File: config.mk
export PLATFORM = sky130hd
export DESIGN_NAME = pem_port_e_pwm_pin_function_select
export DESIGN_NICKNAME = d
export VERILOG_FILES = /design/src/hdl/pem_pkg.sv /design/src/hdl/pem_port_e_pwm_pin_function_select.sv
export VERILOG_INCLUDE_DIRS = /design/src /design/src/hdl
export SDC_FILE = /design/constraint.sdc
export NUM_CORES = 1
export LEC_CHECK = 0
export BUFFER_PORTS_ARGS = -buffer_cell sky130_fd_sc_hd__buf_2
export CAP_MARGIN = 5
export CELL_PAD_IN_SITES_DETAIL_PLACEMENT = 0
export CELL_PAD_IN_SITES_GLOBAL_PLACEMENT = 2
export CORE_UTILIZATION = 28
export CTS_BUF_LIST = sky130_fd_sc_hd__clkbuf_8
export DETAILED_ROUTE_END_ITERATION = 7
export GPL_TIMING_DRIVEN = 0
export PLACE_DENSITY_LB_ADDON = 0.1
export SLEW_MARGIN = 20
export SYNTH_ARGS = -nofsm -noshare
export SYNTH_HDL_FRONTEND = slang
export SYNTH_SLANG_ARGS = --single-unit
File: constraint.sdc
create_clock -name CORE_CLK -period 1.7 [get_ports CORE_CLK]
set_clock_uncertainty 0.2 [all_clocks]
set_input_delay 0.255 -clock CORE_CLK [delete_from_list [all_inputs] [get_ports CORE_CLK]]
set_output_delay 0.255 -clock CORE_CLK [all_outputs]
set_load 0.01 [all_outputs]
File: src/hdl/pem_defines.svh
// Purpose: constants for the port E PWM pin function select block
// Assumes: 32-bit classic Wishbone, byte addresses, one word per register
// Notes:   reset values and offsets are fixed here and nowhere else
`ifndef PEM_DEFINES_SVH
`define PEM_DEFINES_SVH

// ----------------------------------------
// register offsets (byte addresses)
// ----------------------------------------
`define PEM_OFS_CTRL_L3 8'h00
`define PEM_OFS_CTRL_L4 8'h04
`define PEM_OFS_DIR 8'h08
`define PEM_OFS_DATA 8'h0c
`define PEM_OFS_PIN_LEVEL 8'h10

// ----------------------------------------
// reset values
// ----------------------------------------
`define PEM_CTRL_L3_RST 16'h0000
`define PEM_CTRL_L4_RST 16'h0000
`define PEM_DIR_RST 16'h0000
`define PEM_DATA_RST 16'h0000
`define PEM_RDATA_RST 32'h0000_0000
`define PEM_PIN_SYNC_RST 8'h00
`define PEM_PIN_OUT_RST 8'h00
`define PEM_PIN_OE_RST 8'h00

// ----------------------------------------
// writable bit masks
// ----------------------------------------
`define PEM_CTRL_L3_WMASK 16'h7777
`define PEM_CTRL_L4_WMASK 16'h7737
`define PEM_PORT_WMASK 16'hff00

// ----------------------------------------
// mode field layout and codes
// ----------------------------------------
`define PEM_FIELD_STRIDE 4
`define PEM_FIELD_WIDTH 3
`define PEM_PINS_PER_CTRL 4
`define PEM_FIRST_PIN 8
`define PEM_NUM_PINS 8
`define PEM_MODE_GPIO 3'h0
`define PEM_MODE_TIMER 3'h1
`define PEM_MODE13_TIMER 2'h1
`define PEM_PIN13_IDX 5
`define PEM_PIN10_IDX 2

`endif

File: src/hdl/pem_pkg.sv
// Purpose: types shared by the port E PWM pin function select block
// Assumes: constants live in pem_defines.svh
// Notes:   nothing here holds a number of its own
package pem_pkg;

	// ----------------------------------------
	// pin function as decoded from a mode field
	// ----------------------------------------
	typedef enum logic {
		PEM_FUNC_GPIO,
		PEM_FUNC_TIMER
	} pem_func_e;

	// ----------------------------------------
	// drive of one package pin
	// ----------------------------------------
	typedef struct packed {
		logic level;
		logic enable;
	} pem_drive_s;

	// ----------------------------------------
	// timer compare outputs facing this port
	// ----------------------------------------
	typedef struct packed {
		logic t4_d;
		logic t4_c;
		logic t4_b;
		logic t4_a;
		logic t3_d;
		logic t3_b;
		logic t3_a;
	} pem_timer_s;

endpackage : pem_pkg

File: src/hdl/pem_port_e_pwm_pin_function_select.sv
// Purpose: function select of port E pins 8 to 15 between GPIO and timer PWM outputs
// Assumes: timer compare outputs come from logic on CORE_CLK; pin levels are asynchronous
// Notes:   pin drive is registered, so a timer edge reaches the pin one cycle later
//          the direction bit gates a pin in timer mode as well
`timescale 1ns/1ps
`default_nettype none
`include "pem_defines.svh"

// Notes on behaviour
// - pin 8 mode 001 carries timer 3 compare output A.
// - pin 9 mode 001 carries timer 3 compare output B.
// - pin 10 mode 000 stays plain general-purpose I/O.
// - pin 11 mode 001 carries timer 3 compare output D.
// - pin 12 mode 001 carries timer 4 compare output A.
// - pin 13 low two mode bits 01 carry timer 4 compare output B.
// - pin 14 mode 001 carries timer 4 compare output C.
// - pin 15 mode 001 carries timer 4 compare output D.
// - direction value fb00 makes the seven PWM pins outputs, pin 10 input.
module pem_port_e_pwm_pin_function_select (
	input wire logic CORE_CLK,
	input wire logic RST_B,
	input wire logic WB_CYC_I,
	input wire logic WB_STB_I,
	input wire logic WB_WE_I,
	input wire logic [7:0] WB_ADR_I,
	input wire logic [3:0] WB_SEL_I,
	input wire logic [31:0] WB_DAT_I,
	output logic [31:0] WB_DAT_O,
	output logic WB_ACK_O,
	input wire logic TIMER3_COMPARE_OUT_A,
	input wire logic TIMER3_COMPARE_OUT_B,
	input wire logic TIMER3_COMPARE_OUT_D,
	input wire logic TIMER4_COMPARE_OUT_A,
	input wire logic TIMER4_COMPARE_OUT_B,
	input wire logic TIMER4_COMPARE_OUT_C,
	input wire logic TIMER4_COMPARE_OUT_D,
	input wire logic [7:0] PORT_PIN_IN,
	output logic [7:0] PORT_PIN_OUT,
	output logic [7:0] PORT_PIN_OE
);

	// ----------------------------------------
	// declarations
	// ----------------------------------------
	// control, direction and data registers
	logic [15:0] ctrl_l3_r;
	logic [15:0] ctrl_l3_nxt;
	logic [15:0] ctrl_l4_r;
	logic [15:0] ctrl_l4_nxt;
	logic [15:0] dir_r;
	logic [15:0] dir_nxt;
	logic [15:0] data_r;
	logic [15:0] data_nxt;

	// bus answer
	logic [31:0] rdata_r;
	logic [31:0] rdata_nxt;
	logic ack_r;
	logic ack_nxt;

	// pin level synchroniser
	logic [7:0] pin_meta_r;
	logic [7:0] pin_meta_nxt;
	logic [7:0] pin_sync_r;
	logic [7:0] pin_sync_nxt;

	// pin drive
	logic [7:0] pin_out_r;
	logic [7:0] pin_out_nxt;
	logic [7:0] pin_oe_r;
	logic [7:0] pin_oe_nxt;

	// bus decode and write strobes
	logic bus_req;
	logic rd_en;
	logic wr_en;
	logic wr_l3;
	logic wr_l4;
	logic wr_dir;
	logic wr_data;
	logic [15:0] wr_lane_mask;
	logic [15:0] wr_val;
	logic [31:0] read_word;
	logic [15:0] pin_level_word;

	// function select
	logic [7:0] timer_vec;
	pem_pkg::pem_timer_s timer_in;
	pem_pkg::pem_func_e pin_func [0:7];
	pem_pkg::pem_drive_s pin_drive [0:7];

	// ----------------------------------------
	// timer bundle
	// ----------------------------------------
	// same clock as the timer, so no synchroniser on these
	// a synchroniser here would add two more cycles of PWM delay
	assign timer_in.t3_a = TIMER3_COMPARE_OUT_A;
	assign timer_in.t3_b = TIMER3_COMPARE_OUT_B;
	assign timer_in.t3_d = TIMER3_COMPARE_OUT_D;
	assign timer_in.t4_a = TIMER4_COMPARE_OUT_A;
	assign timer_in.t4_b = TIMER4_COMPARE_OUT_B;
	assign timer_in.t4_c = TIMER4_COMPARE_OUT_C;
	assign timer_in.t4_d = TIMER4_COMPARE_OUT_D;

	// pin 10 has no timer function on this port
	assign timer_vec = {
		timer_in.t4_d,
		timer_in.t4_c,
		timer_in.t4_b,
		timer_in.t4_a,
		timer_in.t3_d,
		1'b0,
		timer_in.t3_b,
		timer_in.t3_a
	};

	// ----------------------------------------
	// bus decode
	// ----------------------------------------
	// one wait state: the request is seen with ack low, ack follows
	assign bus_req = WB_CYC_I && WB_STB_I && !ack_r;
	assign rd_en = bus_req && !WB_WE_I;
	assign wr_en = bus_req && WB_WE_I;
	// sel[3:2] carry no register bits and are ignored
	assign wr_lane_mask = {{8{WB_SEL_I[1]}}, {8{WB_SEL_I[0]}}};
	assign wr_val = WB_DAT_I[15:0];

	// ----------------------------------------
	// write strobes
	// ----------------------------------------
	// a write to the pin level word or an unmapped offset raises none of these
	assign wr_l3 = wr_en && (WB_ADR_I == `PEM_OFS_CTRL_L3);
	assign wr_l4 = wr_en && (WB_ADR_I == `PEM_OFS_CTRL_L4);
	assign wr_dir = wr_en && (WB_ADR_I == `PEM_OFS_DIR);
	assign wr_data = wr_en && (WB_ADR_I == `PEM_OFS_DATA);

	// ----------------------------------------
	// read mux
	// ----------------------------------------
	// pins are seen through the synchroniser, two cycles after they move
	assign pin_level_word = {pin_sync_r, 8'h00};

	always_comb begin
		read_word = 32'h0000_0000;
		unique case (WB_ADR_I)
			`PEM_OFS_CTRL_L3: begin
				read_word[15:0] = ctrl_l3_r;
			end
			`PEM_OFS_CTRL_L4: begin
				read_word[15:0] = ctrl_l4_r;
			end
			`PEM_OFS_DIR: begin
				read_word[15:0] = dir_r;
			end
			`PEM_OFS_DATA: begin
				read_word[15:0] = data_r;
			end
			`PEM_OFS_PIN_LEVEL: begin
				read_word[15:0] = pin_level_word;
			end
			default: begin
				// unmapped offsets answer with zero
				read_word = 32'h0000_0000;
			end
		endcase
	end

	// ----------------------------------------
	// bus answer, next values
	// ----------------------------------------
	// ack blocks a second take while the master still holds its strobe
	always_comb begin
		ack_nxt = bus_req;
		rdata_nxt = rdata_r;
		if (rd_en) begin
			rdata_nxt = read_word;
		end
	end

	// ----------------------------------------
	// bus answer, flip-flops
	// ----------------------------------------
	// read data stays until the next read, so a slow master still finds it
	always_ff @(posedge CORE_CLK) begin
		if (!RST_B) begin
			ack_r <= 1'b0;
			rdata_r <= `PEM_RDATA_RST;
		end else begin
			ack_r <= ack_nxt;
			rdata_r <= rdata_nxt;
		end
	end

	assign WB_ACK_O = ack_r;
	assign WB_DAT_O = rdata_r;

	// ----------------------------------------
	// register file, next values
	// ----------------------------------------
	always_comb begin
		ctrl_l3_nxt = ctrl_l3_r;
		ctrl_l4_nxt = ctrl_l4_r;
		dir_nxt = dir_r;
		data_nxt = data_r;
		if (wr_l3) begin
			ctrl_l3_nxt = (ctrl_l3_r & ~wr_lane_mask) | (wr_val & wr_lane_mask);
			ctrl_l3_nxt = ctrl_l3_nxt & `PEM_CTRL_L3_WMASK;
		end

		// pin 13 keeps bits 5:4 only, bit 6 is reserved
		if (wr_l4) begin
			ctrl_l4_nxt = (ctrl_l4_r & ~wr_lane_mask) | (wr_val & wr_lane_mask);
			ctrl_l4_nxt = ctrl_l4_nxt & `PEM_CTRL_L4_WMASK;
		end

		// only pins 8 to 15 live on this port, the low byte stays zero
		if (wr_dir) begin
			dir_nxt = (dir_r & ~wr_lane_mask) | (wr_val & wr_lane_mask);
			dir_nxt = dir_nxt & `PEM_PORT_WMASK;
		end

		if (wr_data) begin
			data_nxt = (data_r & ~wr_lane_mask) | (wr_val & wr_lane_mask);
			data_nxt = data_nxt & `PEM_PORT_WMASK;
		end
	end

	// ----------------------------------------
	// register file, flip-flops
	// ----------------------------------------
	always_ff @(posedge CORE_CLK) begin
		if (!RST_B) begin
			ctrl_l3_r <= `PEM_CTRL_L3_RST;
			ctrl_l4_r <= `PEM_CTRL_L4_RST;
			dir_r <= `PEM_DIR_RST;
			data_r <= `PEM_DATA_RST;
		end else begin
			ctrl_l3_r <= ctrl_l3_nxt;
			ctrl_l4_r <= ctrl_l4_nxt;
			dir_r <= dir_nxt;
			data_r <= data_nxt;
		end
	end

	// ----------------------------------------
	// pin level synchroniser, next values
	// ----------------------------------------
	// the first stage feeds the second stage and nothing else
	always_comb begin
		pin_meta_nxt = PORT_PIN_IN;
		pin_sync_nxt = pin_meta_r;
	end

	// ----------------------------------------
	// pin level synchroniser, flip-flops
	// ----------------------------------------
	always_ff @(posedge CORE_CLK) begin
		if (!RST_B) begin
			pin_meta_r <= `PEM_PIN_SYNC_RST;
			pin_sync_r <= `PEM_PIN_SYNC_RST;
		end else begin
			pin_meta_r <= pin_meta_nxt;
			pin_sync_r <= pin_sync_nxt;
		end
	end

	// ----------------------------------------
	// per-pin function select
	// ----------------------------------------
	// control words hold four pins each, one nibble per pin

	genvar gi;
	generate
		for (gi = 0; gi < `PEM_NUM_PINS; gi++) begin : g_pin
			// field position inside its control word
			localparam int FPOS = (gi % `PEM_PINS_PER_CTRL) * `PEM_FIELD_STRIDE;
			logic [2:0] mode;
			logic dir_bit;
			logic data_bit;

			if (gi < `PEM_PINS_PER_CTRL) begin : g_l3
				assign mode = ctrl_l3_r[FPOS +: `PEM_FIELD_WIDTH];
			end else begin : g_l4
				assign mode = ctrl_l4_r[FPOS +: `PEM_FIELD_WIDTH];
			end

			// direction and data bits sit at the pin's own number, 8 and up
			assign dir_bit = dir_r[`PEM_FIRST_PIN + gi];
			assign data_bit = data_r[`PEM_FIRST_PIN + gi];

			always_comb begin
				// codes other than the timer code fall back to GPIO
				pin_func[gi] = pem_pkg::PEM_FUNC_GPIO;
				if (gi == `PEM_PIN10_IDX) begin
					// no timer output exists here, any code stays GPIO
					pin_func[gi] = pem_pkg::PEM_FUNC_GPIO;
				end else if (gi == `PEM_PIN13_IDX) begin
					// only the two low bits choose this pin's function
					if (mode[1:0] == `PEM_MODE13_TIMER) begin
						pin_func[gi] = pem_pkg::PEM_FUNC_TIMER;
					end
				end else if (mode == `PEM_MODE_TIMER) begin
					pin_func[gi] = pem_pkg::PEM_FUNC_TIMER;
				end
			end

			always_comb begin
				// timer mode still needs the direction bit set to reach the pad
				pin_drive[gi].enable = dir_bit;
				if (pin_func[gi] == pem_pkg::PEM_FUNC_TIMER) begin
					pin_drive[gi].level = timer_vec[gi];
				end else begin
					pin_drive[gi].level = data_bit;
				end
			end

			assign pin_out_nxt[gi] = pin_drive[gi].level;
			assign pin_oe_nxt[gi] = pin_drive[gi].enable;
		end
	endgenerate

	// ----------------------------------------
	// pin drive flip-flops
	// ----------------------------------------
	// registered to keep the pad path glitch free; costs one cycle of PWM delay
	always_ff @(posedge CORE_CLK) begin
		if (!RST_B) begin
			pin_out_r <= `PEM_PIN_OUT_RST;
			pin_oe_r <= `PEM_PIN_OE_RST;
		end else begin
			pin_out_r <= pin_out_nxt;
			pin_oe_r <= pin_oe_nxt;
		end
	end

	assign PORT_PIN_OUT = pin_out_r;
	assign PORT_PIN_OE = pin_oe_r;

endmodule : pem_port_e_pwm_pin_function_select
`default_nettype wire

After elaboration in Yosys (flattened, before gate mapping). Cells that the tools add are included. W data, S select, Z words.

Register bits: 88. Input bits: 64. Output and inout port bits: 49. Logic and storage cells: 57.

Eq/ne operators: 11. Multiplexer cells: 15. Bitwise logic cells: 10. Reduce and logical (&&, ||, !) cells: 11.

Operator list (count): $pmux W16 S5 (1); $and A16 B16 Y16 (3); $or A16 B16 Y16 (2); $and A15 B15 Y15 (2); $or A15 B15 Y15 (2); $eq A3 B1 Y1 const B (6); $eq A8 B4 Y1 const B (2); $not A16 Y16 (1); $mux W1 (14); $eq A8 B3 Y1 const B (1); $eq A8 B5 Y1 const B (1); $logic_and A1 B1 Y1 (8); $logic_not A8 Y1 (1); $eq A2 B1 Y1 const B (1); $logic_not A1 Y1 (2).

Depth between registers and ports, before layout. Gate-level depths: netlist of the first run.

Depth after elaboration: 4. Depth in mapped cells: 7.

Least setup slack after synthesis of the first run. Ideal clock, no wire load.

Path type: input -> register. Start point: input WB_ADR_I[1]. End point: register with a tool-made name. Setup time: 72 ps. Data arrival time: 1404 ps. Required time: 1428 ps. Slack: 24 ps. Stages: 5. Cell sequence: or4_4 -> nor3_2 -> and3_1 -> buf_6 -> mux2i_1.

RTL lines: start, declared (line pem_port_e_pwm_pin_function_select.sv:25) `input wire logic [7:0] WB_ADR_I,`.

==> summary.txt, run 1 <==
Cells and area
  – Layout cells sized above 1: between 20% and 30%
  – Footprint of the multi-input gates: between 1500 and 2000 sq um
  – Post-layout util: a little under two fifths
  – Area growth, synth to finish: 33.1%
  – Final nets: 560
  – Layout fillers: around 1300
  – Design Area, Final: approximately 4600 sq um
  – FF+latch area: 1720 sq um
  – N_diodes: 0

STA
  – Period utilization: between 90% and 100%
  – Final setup violation count: 0
  – Post-route minimum period: ~1600 ps
  – Least-Margin Pin Slew: 653 ps
  – Setup TNS: 0 ps
  – Max Fclk: 614 MHz
  – Slew Viols, Final: 0
  – Final Hold Vio Count: 0
  – Slew margin rel.: between 50% and 60%

Logic synthesis
  – Post-synthesis xor/xnor area fraction: 0%
  – Compound-Gate Fraction of Synth Area: between 10% and 20%
  – Post-synth EDFFs: 0
  – Largest family of logic cells by synthesized area: simple AND/OR/NAND/NOR gates
  – Synthesized cell area: ~3500 sq um
  – Synth area leaders: dfxtp_1 50%, mux2i_1 7.2%, nand2_1 5.7%, o21ai_0 5.5%, and2_1 4.5%
  – Gate Count Post-Synth: 366
  – Area fraction of the dominant cell type after synthesis: 49.9%
  – Post-synth top cells: 86 x dfxtp_1, 52 x nand2_1, 38 x o21ai_0
  – Sequential share of the synthesized area: ~50%
  – Unique masters post-synth: 38
  – Post-synthesis mux area share: around a tenth
  – Count leader, synth: dfxtp_1
  – Prevailing post-synth register cell: dfxtp_1
  – Ys async rst share: 0%
  – Synth Register Bits: 86
  – Area leader, netlist: dfxtp_1
  – Post-synthesis adder-cell area fraction: 0%
  – Yosys warns: 0
  – Simple-gate share of the synthesized area: 22.0%
  – Avg Cell Area, Syn: roughly 9.4 sq um

Worst setup path
  – Worst-path cell chain: and4b_2, nand4_1, buf_4, nand2_1, o21ai_0
  – CP max-delay cell: dfxtp_2
  – WP depth: 5
  – Critical path peak fanout: 6
  – Crit path DAT: about 1700 ps
  – WP buf/inv: 1
  – CP delay by family, top: simple AND/OR/NAND/NOR gates
  – Path depth of the worst reg2reg path: 5
  – Startpoint types: flop
  – Critical path class: flop to flop
  – Worst endpoint required time: around 1800 ps
  – CP Capture Type: flop
  – Slowest Stage Delay on Critical Path: 340 ps

GRT
  – Vias in the first global route: roughly 2800
  – Initial antenna violation count: 0
  – Grt total ovfl: 0
  – Tot GR Track Use: ~16%
  – Largest net degree at the start of global routing: 16
  – First-pass GRT wire length: approximately 15000 um

Power
  – Post-layout power: ~4 mW
  – Worst VDD drop: 0.514 mV
  – PD cells: 864 nW/um^2
  – LEAKAGE: slightly below 2 nW

Routing
  – Drt drc: 0
  – DRT Pass-1 Iters: 4
  – Vias per cell: around 4.4
  – Routed wire length per instance: 14.9 um
  – Total Wirelength: approximately 9600 um
  – Routed vias: ~2900
  – Final ANT Viol Nets: 0
  – DR iter-0 viols: 91

CTS
  – H-tree Lvls: 3
  – Clock Sink Count: 86
  – Skew-Pair Late Insertion Delay: about 380 ps
  – CTS Buf Count: 9
  – Clk root buf: clkbuf_8
  – CTS max path bufs: 2
  – CTS tree: done
  – Worst-path clk slew: about 90 ps

Die
  – CORE AREA: 12000 sq um
  – Die area: around 13000 sq um
  – I/O pins: 113
  – Starting Density: between 20% and 30%
  – Row cnt: 40
  – Die height: approximately 110 um
  – Die Wd: between 100 and 150 um

Outcome
  – Status: complete, no violations

Placed design
  – Port Buffers: between 70 and 80
  – DP HPWL: 7100 um
  – DP Area: ~4000 sq um
  – Placer congestion estimate: about 0.75

Hold path
  – Hold Crit Class: primary input to flop
  – Worst Hold Depth: 3

Run
  – Max Cap Violations: 0
==> routing by layer <==
| layer | track usage [%] | part of all wire, % | up-vias | routed length [um] |
|---|---|---|---|---|
| met3 | 4.98 | 4.9 | 13 | 468 |
| li1 | - | - | 1492 | - |
| met4 | 4.65 | 1.4 | 0 | 138 |
| met2 | 25.6 | 45 | 79 | 4340 |
| met1 | 20.9 | 49 | 1277 | 4700 |
| met5 | 0 | 0 | - | 0 |
==> path summary, 6_finish.rpt <==
kind                   startpoint         endpoint  slack, ps
max                      WB_ACK_O             flop         70
min          TIMER4_COMPARE_OUT_B  PORT_PIN_OUT[5]          7
max reg2reg              WB_ACK_O             flop         70
min reg2reg         pin_meta_r[6]    pin_sync_r[6]        230
==> per-stage QoR <==
stage	worst slack [ps]	std cells	hold WS, ps
2_1_floorplan	24.5	383	182
3_3_place_gp	-430	603	216
3_5_place_dp	-444	603	217
4_1_cts	3.16	645	5.48
5_1_grt	-0.533	648	3.27
6_report	71.6	648	7.17
==> timing repair <==
item,4_1_cts,5_1_grt
hold buffers,24,0
pin swaps,2,2
buffers inserted,3,3
setup endpoints to repair,35,39
gates resized for setup,7,13
gates cloned,1,0
endpoints found under the hold margin,30,0
==> layout by cell type (no fill, tap or decap), types with 3 or more instances in the layout <==
cell type,instances
a21boi_0,6
a21oi_1,4
a22oi_1,8
and2_1,25
and3_1,6
and3b_1,3
buf_2,76
buf_4,27
clkbuf_1,9
clkbuf_8,10
conb_1,18
dfxtp_1,85
dlygate4sd3_1,24
mux2_2,8
mux2i_1,25
nand2_1,52
nand3_1,25
nand4_1,5
nor2_1,6
nor2b_1,4
o21ai_0,36
o22a_1,4
==> cell type report <==
type | instances | share of cell area (%)
Timing Repair Buffer | 104 | 14.3
Clock inverter | 7 | 2.12
Multi-Input combinational cell | 256 | 33.8
Sequential cell | 86 | 37.5
Clock buffer | 9 | 2.69
Tap cell | 147 | 4.00
Buffer | 39 | 5.58
==> where the power goes <==
| group | switching, mW | internal, mW | leakage (nW) |
|---|---|---|---|
| logic | 0.166 | 0.155 | 1.16 |
| clock network | 0.776 | 0.832 | 0.111 |
| registers | 0.00702 | 2.04 | 0.697 |
| total | 0.949 | 3.03 | 1.96 |
==> cell families after synthesis <==
| family | after synthesis |
|---|---|
| buffers and inverters | 41 |
| AOI/OAI and AO/OA | 64 |
| DFF | 86 |
| other | 1 |
| muxes | 33 |
| and+or+nand+nor | 141 |
==> tightest hold or removal path: cells and delay by family <==
family	cells	cell delay [ps]
multiplexers	1	60
buffers and inverters	1	90
AND/OR/NAND/NOR	1	130
No activity file was read; power rests on OpenSTA's default activity.
==> inputs of run 2 (changes only) <==
Settings changed: CORE_UTILIZATION 28 to 33.
Clock period 1.7 ns to 2 ns, I/O delays scaled along.
==> run 2 against run 1 <==
Compared with the run above:
- global-route usage grew 0.88 points
- sequential power down 15%
- worst hold slack better by 21 ps
- maximum frequency down 13%
- critical path depth rose by 1
- first-iteration DRC count grew 20%
- clock power fell by 30%
- routed wire length down 9.3%
- largest power group unchanged
==> summary.txt, run 2 (same netlist as run 1, synthesis figures left out) <==
Die
  – Die Wd: 104 um (-7.7%)
  – Row cnt: 36 (-10%)
  – CORE AREA: 9950 sq um (-17%)
  – Die area: 10900 sq um (-15%)
  – I/O pins: 113 (unchanged)
  – Die height: 104 um (-7.7%)
  – Starting Density: 34.7% (+5.9 points)

Worst setup path
  – Startpoint types: flop
  – Top cell by count, worst path: clkbuf_2
  – Critical path peak fanout: 10 (+4)
  – Worst endpoint required time: 2040 ps (+280 ps)
  – Crit Reg-Reg Startpoint: WB_ACK_O
  – Worst-path cell chain: and4b_2, clkbuf_2, nand4_1, clkbuf_2, nand3_1, o21ai_0
  – Worst Setup SP: WB_ACK_O
  – CP delay by family, top: simple AND/OR/NAND/NOR gates
  – CP Capture Type: flop
  – Critical path class: flop to flop
  – CP max-delay cell: dfxtp_1
  – WP buf/inv: 2 (+1)
  – Slowest Stage Delay on Critical Path: 340 ps (about the same)
  – Crit path DAT: 1910 ps (+230 ps)

CTS
  – CTS Buf Count: 9 (unchanged)
  – Worst-path clk slew: 90 ps (about the same)
  – Skew-Pair Late Insertion Delay: 350 ps (-30 ps)
  – Clk root buf: clkbuf_8
  – CTS max path bufs: 2 (unchanged)
  – H-tree Lvls: 3 (unchanged)
  – Clock Sink Count: 86 (unchanged)
  – CTS tree: done

Routing
  – Drt drc: 0 (unchanged)
  – DR iter-0 viols: 109 (+20%)
  – Routed vias: 2762 (-3.5%)
  – Final ANT Viol Nets: 0 (unchanged)
  – Routed wire length per instance: 14.1 um (-5.0%)
  – DRT Pass-1 Iters: 4 (unchanged)
  – Total Wirelength: 8750 um (-9.3%)
  – Vias per cell: 4.46 (+1.1%)

Cells and area
  – Area growth, synth to finish: 26.7%
  – Final nets: 545 (-2.7%)
  – Layout cells sized above 1: 26.7% (-1.2 points)
  – Most frequent cells in the layout: 86 x dfxtp_1, 75 x buf_2, 52 x nand2_1, 38 x o21ai_0
  – N_diodes: 0 (unchanged)
  – Commonest non-fill, non-tap cell in the layout: dfxtp_1

Hold path
  – Hold Crit Class: primary input to flop
  – Hold wc startpoint: TIMER4_COMPARE_OUT_D

Power
  – PD cells: 712 nW/um^2 (-18%)
  – Post-layout power: 3.11 mW (-22%)
  – LEAKAGE: 1.87 nW (-5.0%)
  – Worst VDD drop: 0.347 mV (-33%)

STA
  – Max Fclk: 533 MHz (-13%)
  – Final Hold Vio Count: 0 (unchanged)
  – Slew margin rel.: 54.0% (-2.1 points)
  – Least-Margin Pin Slew: 683 ps (+30.8 ps)
  – Hold_ws: 28.7 ps (+21.5 ps)
  – Slew Viols, Final: 0 (unchanged)
  – Post-route minimum period: 1880 ps (+247 ps)
  – Period utilization: 93.8% (-2.0 points)
  – Final setup violation count: 0 (unchanged)

Placed design
  – Port Buffers: 73 (unchanged)
  – Placer congestion estimate: 0.753 (about the same)
  – DP HPWL: 6620 um (-6.8%)

Run
  – Max Cap Violations: 0 (unchanged)

GRT
  – First-pass GRT wire length: 14100 um (-6.0%)
  – Vias in the first global route: 2673 (-3.1%)
  – Grt total ovfl: 0 (unchanged)
  – Initial antenna violation count: 0 (unchanged)
  – Tot GR Track Use: 17.0% (+0.88 points)
  – Largest net degree at the start of global routing: 16 (unchanged)

Outcome
  – Status: complete, no violations
## run 2: cell types whose count changed in the layout (fill, tap and decap cells not counted), sizes merged
cell	delta
buf	-8
bufinv	-2
clkbuf	+5
clkinv	+1
dlygate4sd3	-11
## run 2: tightest hold or removal path: stages
cell and delay, ps:
buf_2 100, nand3_1 60, a21boi_0 70
## run 2: report_power, final
group | switching (mW) | internal, mW
clock | 0.633 | 0.492
sequential | 0.00599 | 1.73
combinational | 0.136 | 0.115
## run 2: path summary, 6_finish.rpt
kind | endpoint | slack [ps] | cells after the start
hold / removal | PORT_PIN_OUT[7] | 30 | 3
hold reg to reg | pin_sync_r[3] | 240 | 1
setup / recovery | flop | 120 | 6
setup reg to reg | flop | 120 | 6
## run 2: stage by stage
step | instances | worst slack [ps] | util, % | setup TNS, ps | area [sq um]
2_1_floorplan | 383 | 279 | - | 0 | 3520
3_3_place_gp | 589 | -103 | 40.7 | -1140 | 4050
3_5_place_dp | 589 | -106 | 40.7 | -1660 | 4050
4_1_cts | 618 | 68.1 | 43.8 | 0 | 4360
5_1_grt | 619 | -7.22 | 43.9 | -7.22 | 4370
6_report | 619 | 125 | 43.9 | 0 | 4370
## run 2: layout make-up
class,count,area [sq um]
clock buffers,10,138
fillers,1033,5580
well taps,133,166
flip-flops and latches,86,1720
clock inverters,6,46.3
repair buffers,87,503
plain buffers,41,248
multi-input cells,256,1550
## run 2: per-layer routing
layer	GRT usage, %	up-vias	share of wire [%]
met2	27.5	67	47
met1	22.1	1230	49
met3	3.88	6	3.7
met5	0	-	0
li1	-	1459	-
met4	5.51	0	1.0
## run 2: timing repair
item | CTS | global route
buffers inserted | 0 | 1
endpoints found under the setup margin | 0 | 13
hold endpoints to repair | 14 | 0
gates resized for setup | 0 | 5
hold buffers | 13 | 0
